**src/codec_hp_cp_adaptive_regs.svh**
```systemverilog
`ifndef CHCAR_REGS_SVH
`define CHCAR_REGS_SVH

// register offsets within a page
`define CHCAR_PAGE_SELECTOR_OFS       7'h00
`define CHCAR_ADAPTIVE_CTRL_OFS       7'h01
`define CHCAR_CHARGE_PUMP_CTRL_OFS    7'h7c
`define CHCAR_HP_DRIVER_CFG_OFS       7'h7d
`define CHCAR_RESERVED_A_OFS          7'h7e
`define CHCAR_RESERVED_B_OFS          7'h7f

// pages holding the block's registers
`define CHCAR_PAGE_ANALOG             8'h01
`define CHCAR_PAGE_ADAPTIVE           8'h08

// reset values
`define CHCAR_PAGE_SELECTOR_RST       8'h00
`define CHCAR_ADAPTIVE_CTRL_RST       8'h00
`define CHCAR_CHARGE_PUMP_CTRL_RST    8'h00
`define CHCAR_HP_DRIVER_CFG_RST       8'h00
`define CHCAR_RESERVED_RST            8'h00

// charge pump control fields
`define CHCAR_CP_RSVD_BIT             7
`define CHCAR_CP_LOAD_MSB             6
`define CHCAR_CP_LOAD_LSB             4
`define CHCAR_CP_DIV_MSB              3
`define CHCAR_CP_DIV_LSB              0

// headphone driver fields
`define CHCAR_HP_COMP_BIT             7
`define CHCAR_HP_COUPLE_MSB           6
`define CHCAR_HP_COUPLE_LSB           5
`define CHCAR_HP_GC_BIT               4
`define CHCAR_HP_POWER_MSB            3
`define CHCAR_HP_POWER_LSB            2
`define CHCAR_HP_DCOC_MSB             1
`define CHCAR_HP_DCOC_LSB             0

// adaptive filter control fields
`define CHCAR_AF_ENABLE_BIT           2
`define CHCAR_AF_FLAG_BIT             1
`define CHCAR_AF_SWITCH_BIT           0

// charge pump divider arithmetic
`define CHCAR_CP_DIV_STEP             7'h04
`define CHCAR_CP_DIV_ZERO_RATIO       7'h40

`endif

```
**src/chcar_pkg.sv**
```systemverilog
package chcar_pkg;

	typedef enum logic [1:0]
	{
		chcar_couple_independent,
		chcar_couple_right_master,
		chcar_couple_left_master,
		chcar_couple_reserved
	} chcar_couple_e;

	typedef enum logic [1:0]
	{
		chcar_power_100,
		chcar_power_75,
		chcar_power_50,
		chcar_power_25
	} chcar_power_e;

	typedef enum logic [1:0]
	{
		chcar_dcoc_off,
		chcar_dcoc_reserved,
		chcar_dcoc_enabled_routes,
		chcar_dcoc_all_routes
	} chcar_dcoc_e;

	typedef struct packed
	{
		logic [7:0]    page;
		logic          cp_rsvd;
		logic [2:0]    cp_load;
		logic [3:0]    cp_div;
		logic [6:0]    cp_ratio;
		logic          hp_comp;
		chcar_couple_e hp_couple;
		logic          hp_gc;
		chcar_power_e  hp_power;
		chcar_dcoc_e   hp_dcoc;
		logic          af_en;
		logic          swap_req;
		logic          host_bank_b;
		logic          swap_pulse;
		logic [7:0]    rdata;
	} chcar_state_s;

endpackage

```
**src/chcar_bank_swap.sv**
```systemverilog
`timescale 1ns/1ps
module chcar_bank_swap
	import chcar_pkg::*;
(
	// clock and reset
	input  wire logic clk_sys,
	input  wire logic reset,
	// control
	input  wire logic frame_boundary,
	input  wire logic adaptive_en,
	input  wire logic swap_req,
	// status
	output logic      swap_now,
	output logic      bank_flag
);

	typedef struct packed
	{
		logic flag;
	} chcar_swap_s;

	chcar_swap_s state;
	chcar_swap_s next_state;

	// swap only at a frame boundary in adaptive mode
	assign swap_now = frame_boundary & adaptive_en & swap_req;

	always_comb
	begin
		next_state = state;
		if (swap_now)
			next_state.flag = ~state.flag;
	end

	always_ff @(posedge clk_sys or posedge reset)
	begin
		if (reset)
			state <= '0;
		else
			state <= next_state;
	end

	assign bank_flag = state.flag;

endmodule

```
**src/chcar_cp_divider.sv**
```systemverilog
`timescale 1ns/1ps
module chcar_cp_divider
	import chcar_pkg::*;
#(
	parameter int RATIO_W = 7
)
(
	// clock and reset
	input  wire logic               clk_sys,
	input  wire logic               reset,
	// division ratio
	input  wire logic [RATIO_W-1:0] ratio,
	// enable pulse out
	output logic                    tick
);

	typedef struct packed
	{
		logic [RATIO_W-1:0] count;
		logic               tick;
	} chcar_div_s;

	chcar_div_s state;
	chcar_div_s next_state;

	always_comb
	begin
		next_state      = state;
		next_state.tick = 1'b0;
		if (state.count >= ratio - RATIO_W'(1))
		begin
			next_state.count = '0;
			next_state.tick  = 1'b1;
		end
		else
		begin
			next_state.count = state.count + RATIO_W'(1);
		end
	end

	always_ff @(posedge clk_sys or posedge reset)
	begin
		if (reset)
			state <= '0;
		else
			state <= next_state;
	end

	assign tick = state.tick;

endmodule

```
**src/codec_hp_cp_adaptive_regs.sv**
```systemverilog
// Function
// three-bit charge pump load field, eighths of peak load current
// four-bit charge pump divider, n times four, zero gives sixty-four
// two-bit headphone gain coupling: independent, right master, left master, reserved
// host sets equal left and right gains before choosing a master mode
// one-bit ground-centred headphone mode enable
// host enables the charge pump whenever ground-centred mode is on
// two-bit headphone power rating: 100, 75, 50, 25 percent
// two-bit DC offset correction mode, code one reserved
// offsets 0x7e and 0x7f read zero; host writes only zero there
// register 0 of every page selects the page for later accesses
// one-bit adaptive filtering enable
// read-only flag shows which coefficient bank the filter uses
// writing one requests a bank swap at next frame; clears on swap
// all defined fields reset to zero
// host touches coefficients only with ADC off when adaptive disabled
// flag inverts per completed swap; no swap while adaptive disabled
// compensation bit and charge pump bit 7 are plain storage
`include "codec_hp_cp_adaptive_regs.svh"
`timescale 1ns/1ps
module codec_hp_cp_adaptive_regs
	import chcar_pkg::*;
#(
	parameter int ADDR_W  = 7,
	parameter int DATA_W  = 8,
	parameter int RATIO_W = 7
)
(
	// clock and reset
	input  wire logic               clk_sys,
	input  wire logic               reset,
	// register port
	input  wire logic [ADDR_W-1:0]  reg_addr,
	input  wire logic [DATA_W-1:0]  reg_wdata,
	input  wire logic               reg_wr,
	input  wire logic               reg_rd,
	output logic      [DATA_W-1:0]  reg_rdata,
	// filter timing
	input  wire logic               frame_boundary,
	// page in use
	output logic      [7:0]         page_sel,
	// charge pump
	output logic      [2:0]         cp_load_sel,
	output logic      [RATIO_W-1:0] cp_div_ratio,
	output logic                    cp_clk_en,
	output logic                    cp_rsvd_bit,
	// headphone drivers
	output logic                    hp_comp_adjust,
	output logic      [1:0]         hp_gain_couple,
	output logic                    hp_ground_centred,
	output logic      [1:0]         hp_power_rating,
	output logic      [1:0]         hp_dcoc_mode,
	// adaptive filter
	output logic                    adaptive_en,
	output logic                    filter_bank_b,
	output logic                    host_bank_b,
	output logic                    bank_swapped
);

	chcar_state_s state;
	chcar_state_s next_state;

	logic swap_now;
	logic bank_flag;
	logic cp_tick;

	// divider code to clock ratio
	function automatic logic [RATIO_W-1:0] cp_ratio_of(input logic [3:0] code);
		logic [RATIO_W-1:0] ratio;
		ratio = `CHCAR_CP_DIV_ZERO_RATIO;
		if (code != 4'h0)
			ratio = RATIO_W'({3'h0, code} * `CHCAR_CP_DIV_STEP);
		return ratio;
	endfunction

	// address match within a page
	function automatic logic hit(
		input logic [7:0]        page,
		input logic [ADDR_W-1:0] addr,
		input logic [7:0]        want_page,
		input logic [ADDR_W-1:0] want_addr
	);
		return (page == want_page) && (addr == want_addr);
	endfunction

	// charge pump register image
	function automatic logic [7:0] cp_image(input chcar_state_s s);
		return {s.cp_rsvd, s.cp_load, s.cp_div};
	endfunction

	// headphone register image
	function automatic logic [7:0] hp_image(input chcar_state_s s);
		return {s.hp_comp, s.hp_couple, s.hp_gc, s.hp_power, s.hp_dcoc};
	endfunction

	chcar_bank_swap u_swap
	(
		.clk_sys        (clk_sys),
		.reset          (reset),
		.frame_boundary (frame_boundary),
		.adaptive_en    (state.af_en),
		.swap_req       (state.swap_req),
		.swap_now       (swap_now),
		.bank_flag      (bank_flag)
	);

	chcar_cp_divider #(
		.RATIO_W (RATIO_W)
	) u_div
	(
		.clk_sys (clk_sys),
		.reset   (reset),
		.ratio   (state.cp_ratio),
		.tick    (cp_tick)
	);

	always_comb
	begin
		next_state            = state;
		next_state.rdata      = '0;
		next_state.swap_pulse = swap_now;

		// request retires with the swap
		if (swap_now)
			next_state.swap_req = 1'b0;

		// writes
		if (reg_wr)
		begin
			if (reg_addr == `CHCAR_PAGE_SELECTOR_OFS)
			begin
				next_state.page = reg_wdata[7:0];
			end
			else if (hit(state.page, reg_addr, `CHCAR_PAGE_ANALOG, `CHCAR_CHARGE_PUMP_CTRL_OFS))
			begin
				next_state.cp_rsvd = reg_wdata[`CHCAR_CP_RSVD_BIT];
				next_state.cp_load = reg_wdata[`CHCAR_CP_LOAD_MSB:`CHCAR_CP_LOAD_LSB];
				next_state.cp_div  = reg_wdata[`CHCAR_CP_DIV_MSB:`CHCAR_CP_DIV_LSB];
			end
			else if (hit(state.page, reg_addr, `CHCAR_PAGE_ANALOG, `CHCAR_HP_DRIVER_CFG_OFS))
			begin
				next_state.hp_comp   = reg_wdata[`CHCAR_HP_COMP_BIT];
				next_state.hp_couple = chcar_couple_e'(reg_wdata[`CHCAR_HP_COUPLE_MSB:`CHCAR_HP_COUPLE_LSB]);
				next_state.hp_gc     = reg_wdata[`CHCAR_HP_GC_BIT];
				next_state.hp_power  = chcar_power_e'(reg_wdata[`CHCAR_HP_POWER_MSB:`CHCAR_HP_POWER_LSB]);
				next_state.hp_dcoc   = chcar_dcoc_e'(reg_wdata[`CHCAR_HP_DCOC_MSB:`CHCAR_HP_DCOC_LSB]);
			end
			else if (hit(state.page, reg_addr, `CHCAR_PAGE_ADAPTIVE, `CHCAR_ADAPTIVE_CTRL_OFS))
			begin
				next_state.af_en = reg_wdata[`CHCAR_AF_ENABLE_BIT];
				// a new request beats a same-cycle retire
				if (reg_wdata[`CHCAR_AF_SWITCH_BIT])
					next_state.swap_req = 1'b1;
			end
			// reserved and unmapped offsets drop the write
		end

		// derived charge pump ratio
		next_state.cp_ratio = cp_ratio_of(next_state.cp_div);

		// host sees the bank the filter is not using from one cycle after a swap; zero while adaptive is off
		if (next_state.af_en)
			next_state.host_bank_b = ~bank_flag;
		else
			next_state.host_bank_b = 1'b0;

		// reads
		if (reg_rd)
		begin
			if (reg_addr == `CHCAR_PAGE_SELECTOR_OFS)
			begin
				next_state.rdata = state.page;
			end
			else if (hit(state.page, reg_addr, `CHCAR_PAGE_ANALOG, `CHCAR_CHARGE_PUMP_CTRL_OFS))
			begin
				next_state.rdata = cp_image(state);
			end
			else if (hit(state.page, reg_addr, `CHCAR_PAGE_ANALOG, `CHCAR_HP_DRIVER_CFG_OFS))
			begin
				next_state.rdata = hp_image(state);
			end
			else if (hit(state.page, reg_addr, `CHCAR_PAGE_ANALOG, `CHCAR_RESERVED_A_OFS))
			begin
				next_state.rdata = `CHCAR_RESERVED_RST;
			end
			else if (hit(state.page, reg_addr, `CHCAR_PAGE_ANALOG, `CHCAR_RESERVED_B_OFS))
			begin
				next_state.rdata = `CHCAR_RESERVED_RST;
			end
			else if (hit(state.page, reg_addr, `CHCAR_PAGE_ADAPTIVE, `CHCAR_ADAPTIVE_CTRL_OFS))
			begin
				next_state.rdata = {5'h00, state.af_en, bank_flag, state.swap_req};
			end
			else
			begin
				next_state.rdata = '0;
			end
		end
	end

	always_ff @(posedge clk_sys or posedge reset)
	begin
		if (reset)
		begin
			state             <= '0;
			state.page        <= `CHCAR_PAGE_SELECTOR_RST;
			state.cp_ratio    <= `CHCAR_CP_DIV_ZERO_RATIO;
		end
		else
		begin
			state <= next_state;
		end
	end

	// outputs
	assign reg_rdata         = state.rdata;
	assign page_sel          = state.page;
	assign cp_load_sel       = state.cp_load;
	assign cp_div_ratio      = state.cp_ratio;
	assign cp_clk_en         = cp_tick;
	assign cp_rsvd_bit       = state.cp_rsvd;
	assign hp_comp_adjust    = state.hp_comp;
	assign hp_gain_couple    = state.hp_couple;
	assign hp_ground_centred = state.hp_gc;
	assign hp_power_rating   = state.hp_power;
	assign hp_dcoc_mode      = state.hp_dcoc;
	assign adaptive_en       = state.af_en;
	assign filter_bank_b     = bank_flag;
	assign host_bank_b       = state.host_bank_b;
	assign bank_swapped      = state.swap_pulse;

endmodule

```
**config.mk**
```make
export PLATFORM = sky130hd
export DESIGN_NAME = codec_hp_cp_adaptive_regs
export DESIGN_NICKNAME = d
export VERILOG_FILES = /design/src/chcar_pkg.sv /design/src/chcar_bank_swap.sv /design/src/chcar_cp_divider.sv /design/src/codec_hp_cp_adaptive_regs.sv
export VERILOG_INCLUDE_DIRS = /design/src
export SDC_FILE = /design/constraint.sdc
export NUM_CORES = 1
export LEC_CHECK = 0
export ABC_CLOCK_PERIOD_IN_PS = 3230
export BUFFER_PORTS_ARGS = -buffer_cell sky130_fd_sc_hd__buf_2
export CORE_UTILIZATION = 45
export DETAILED_ROUTE_END_ITERATION = 10
export MAX_ROUTING_LAYER = met4
export PLACE_DENSITY = 0.68
export SKIP_CTS_REPAIR_TIMING = 1
export SLEW_MARGIN = 20
export SYNTH_ARGS = -nofsm -noshare
export SYNTH_HDL_FRONTEND = slang
export SYNTH_SLANG_ARGS = --single-unit
```
**constraint.sdc**
```tcl
create_clock -name clk_sys -period 3.23 [get_ports clk_sys]
set_input_delay 0.4845 -clock clk_sys [delete_from_list [all_inputs] [get_ports clk_sys]]
set_output_delay 0.4845 -clock clk_sys [all_outputs]
set_load 0.01 [all_outputs]
```
==> impl_results.rst <==
.. list-table::
   :header-rows: 1

   * - Metric
     - Value
   * - Run status
     - finished, final reports clean
   * - Latest clock arrival within the worst-skew pair
     - 300 ps
   * - Fin Setup TNS
     - 0 ps
   * - Setup repair after global routing missed its margin
     - no
   * - Core occupancy in the finished layout
     - between 50 and 60%
   * - Most frequent cells in the layout
     - sky130_fd_sc_hd__buf_2 (57), sky130_fd_sc_hd__dfrtp_1 (49), sky130_fd_sc_hd__mux2_2 (19)
   * - Static power due to leakage
     - 0.00151 uW
   * - Cell internal power dissipation
     - 891 uW
   * - CTS root buffer
     - sky130_fd_sc_hd__clkbuf_8
   * - Overflow left after global routing
     - 0
   * - CP endpoint kind
     - flop
   * - Number of nets in the final layout
     - 283
   * - Antenna violations before repair
     - 0
   * - Half-perimeter wire length after detailed placement
     - approximately 3700 um
   * - Sw power
     - 301 uW
   * - Fin crit period
     - 2460 ps
   * - Floorplan die area
     - 0.00620 mm^2
   * - Number of I/O pins
     - 60
   * - Number of cell rows
     - 27
   * - Maximum number of pins on one net before global-route repair
     - slightly above 50
   * - Average cell area after synthesis
     - 11.8 um^2
   * - Number of warning messages in the yosys log
     - 0
   * - Tightest Pin Transition
     - 846 ps
   * - Relative contribution of combinational cells to total power
     - between 10% and 20%
   * - TritonCTS clock tree
     - built
   * - Mean number of vias per cell
     - 5.15
   * - Final hold vios
     - 0
   * - Slowest cell on the critical path
     - sky130_fd_sc_hd__or4b_1
   * - Flip-flop and latch count after synthesis
     - 50
   * - Number of fillers in the final layout
     - between 500 and 600
   * - Clock network fraction of design power
     - 30.8%
   * - Global-route wire length before repair
     - 8450 um
   * - Vias post-DR
     - 1695
   * - Most frequent standard cell in the layout excluding fill and tap cells
     - sky130_fd_sc_hd__buf_2
   * - Top FF cell, synth
     - sky130_fd_sc_hd__dfrtp_1
   * - Async set-reset flop share out of synthesis
     - 100%
   * - Power per Cell Area
     - ~420 mW/mm^2
   * - Number of instances in the synthesized netlist
     - 225
   * - IO buf count
     - 57
   * - Final setup fails
     - 0
   * - Count of flip-flops with a built-in enable after synthesis
     - 0
   * - Sequential share of power
     - between 50% and 60%
   * - Total length of routed wires
     - approximately 5000 um
   * - Share of cells above drive strength 1
     - 39.7%
   * - Netlist area before placement
     - 0.00265 mm^2
   * - Cell breakdown of the critical path
     - nor4_4 -> nand4_2 -> or4b_1 -> buf_4 -> mux2_4
   * - Total inserted antenna cells
     - 0
   * - DRC violation count after routing
     - 0
   * - Startpoint-to-endpoint class of the critical path
     - flop to flop
   * - Maximum clock frequency
     - 407 MHz
   * - Placer's final routability congestion estimate
     - 0.792
   * - Initial core utilization
     - 47.3%
   * - Largest stage delay on the critical path
     - about 760 ps
   * - Crit path launch type
     - flop
   * - Worst hold path class
     - input port to async pin
   * - # clock sinks
     - 50
   * - Die Y-Extent
     - slightly below 80 um
   * - Layout Area Growth over Synthesis
     - 8.36%
   * - Number of iterations in the first detailed-routing pass
     - 4
   * - Number of design-rule violations left by the first detailed-router iteration
     - 45
   * - Number of global-route vias before repair
     - 1697
   * - Die Wd
     - 78.7 um
   * - WL per Instance
     - 15.3 um
   * - Crit-path max FO
     - 10
   * - Count of antenna-violating nets left after detailed routing
     - 0
   * - Period Utilization, post-route
     - 76.1%
   * - Buffers from clock root to sink, at most
     - 2
   * - Max capacitance violation total
     - 0
   * - Number of CTS-inserted buffers
     - 5
   * - Required time reported for the critical path endpoint
     - 3410 ps
   * - Number of pins with negative max-slew slack in the final report
     - 0
   * - Clock transition at the registers of the reported paths
     - 90 ps
   * - Tightest hold margin
     - 324 ps
   * - Count of H-tree levels built during CTS
     - 2
   * - Cell variety after synth
     - 43
   * - Area inside the core boundary
     - 0.00561 mm^2
   * - Slew margin rel.
     - 43.5%
   * - Total routing usage reported by global routing
     - 18.3%
   * - Worst-case clock skew
     - 8.16 ps
   * - IR Drop Worst-Case VDD
     - 0.170 mV
   * - Sequential share of the synthesized area
     - 47.3%
   * - Switching power as a share of total power
     - 25.2%
   * - Data arrival time at the worst-slack endpoint
     - 2640 ps
stage by stage:
step	power (uW)	setup WS [ps]	area [um^2]	cells
2_1_floorplan	798	1130	2650	226
3_3_place_gp	835	716	2780	321
3_5_place_dp	839	653	2780	321
4_1_cts	1210	759	2870	329
5_1_grt	1250	642	2870	329
6_report	1190	772	2870	329
path summary, 6_finish.rpt:
kind                                     start           endpoint  slack, ps  cells past startpoint
min in group clk_sys              reg_wdata[4]     cp_load_sel[0]        450                      2
worst max register to register     page_sel[1]     cp_load_sel[2]        770                      5
worst max-delay path               page_sel[1]     cp_load_sel[2]        770                      5
worst min-delay path                     reset    cp_div_ratio[4]        320                      2
worst min register to register  u_div.state[1]     u_div.state[1]        460                      1
max in group asynchronous                reset  hp_ground_centred       2400                      2
metal layers:
metal / track usage [%] / vias up / share of wire (%)
li1: - / 821 / -
met1: 24.6 / 818 / 48
met2: 28.2 / 50 / 45
met3: 3.33 / 6 / 5.5
met4: 5.56 / 0 / 1.3
met5: - / - / 0
kinds of logic (layout without fill, tap and decap cells):
family | count (synthesis) | after routing | synth area share, %
other | 1 | 2 | 0.142
muxes | 34 | 34 | 15.6
and+or+nand+nor | 63 | 63 | 14.2
buffers and inverters | 40 | 71 | 10.5
adders and majority gates | 7 | 7 | 3.30
DFF | 50 | 50 | 47.3
AOI/OAI and AO/OA | 21 | 21 | 5.95
xor gates and xnor gates | 9 | 9 | 2.97
sequential cells by signal, indices dropped and copies added, names as in the netlist, 2 cells and up:
register / count
page_sel: 8
reg_rdata: 8
u_div.state: 7
cp_div_ratio: 5
state: 5
cp_load_sel: 3
hp_dcoc_mode: 2
hp_gain_couple: 2
hp_power_rating: 2
critical path, delay by kind of cell (launching register included):
kind / cells / cell delay, ps
mux: 1 / 300
simple gates: 3 / 1290
flops: 1 / 460
buf+inv: 1 / 280
power by group through the flow:
| stage | clock, uW | combinational [uW] | sequential, uW |
|---|---|---|---|
| 2_1_floorplan | 0 | 106 | 691 |
| 3_3_place_gp | 0 | 133 | 701 |
| 3_5_place_dp | 0 | 137 | 702 |
| 4_1_cts | 379 | 138 | 690 |
| 5_1_grt | 403 | 156 | 695 |
| 6_report | 368 | 135 | 689 |
cells in the mapped netlist, types with 2 or more instances:
master | instances | area, um^2
sky130_fd_sc_hd__nand4_1 | 3 | 18.8
sky130_fd_sc_hd__nand3_1 | 2 | 10.0
sky130_fd_sc_hd__buf_4 | 32 | 240
sky130_fd_sc_hd__clkbuf_1 | 2 | 7.51
sky130_fd_sc_hd__o22a_1 | 2 | 17.5
sky130_fd_sc_hd__nor3_1 | 4 | 20.0
sky130_fd_sc_hd__nor4_1 | 3 | 18.8
sky130_fd_sc_hd__nand2_1 | 14 | 52.6
sky130_fd_sc_hd__xnor2_1 | 5 | 43.8
sky130_fd_sc_hd__nor2_1 | 14 | 52.6
sky130_fd_sc_hd__inv_1 | 4 | 15.0
sky130_fd_sc_hd__mux2i_1 | 5 | 50.1
sky130_fd_sc_hd__and4_1 | 2 | 17.5
sky130_fd_sc_hd__nor2b_1 | 2 | 12.5
sky130_fd_sc_hd__o21ai_0 | 5 | 25.0
sky130_fd_sc_hd__o2bb2ai_1 | 6 | 52.6
sky130_fd_sc_hd__and2_1 | 7 | 43.8
sky130_fd_sc_hd__ha_1 | 7 | 87.6
sky130_fd_sc_hd__mux2_2 | 19 | 214
sky130_fd_sc_hd__mux2_4 | 10 | 150
sky130_fd_sc_hd__o22ai_1 | 2 | 12.5
sky130_fd_sc_hd__xor2_1 | 4 | 35.0
sky130_fd_sc_hd__dfrtp_1 | 49 | 1230
sky130_fd_sc_hd__nor4_4 | 2 | 42.5
sky130_fd_sc_hd__o21a_1 | 2 | 15.0
area by class of cell:
type | count | area (um^2) | area share (%)
Clock buffer | 8 | 90.1 | 3.14
Inverter | 4 | 16.3 | 0.566
Multi-Input combinational cell | 136 | 1120 | 39.1
Sequential cell | 50 | 1250 | 43.6
Tap cell | 72 | 90.1 | 3.14
Timing Repair Buffer | 59 | 300 | 10.5
Note: power is estimated with default switching activity, not from simulation.
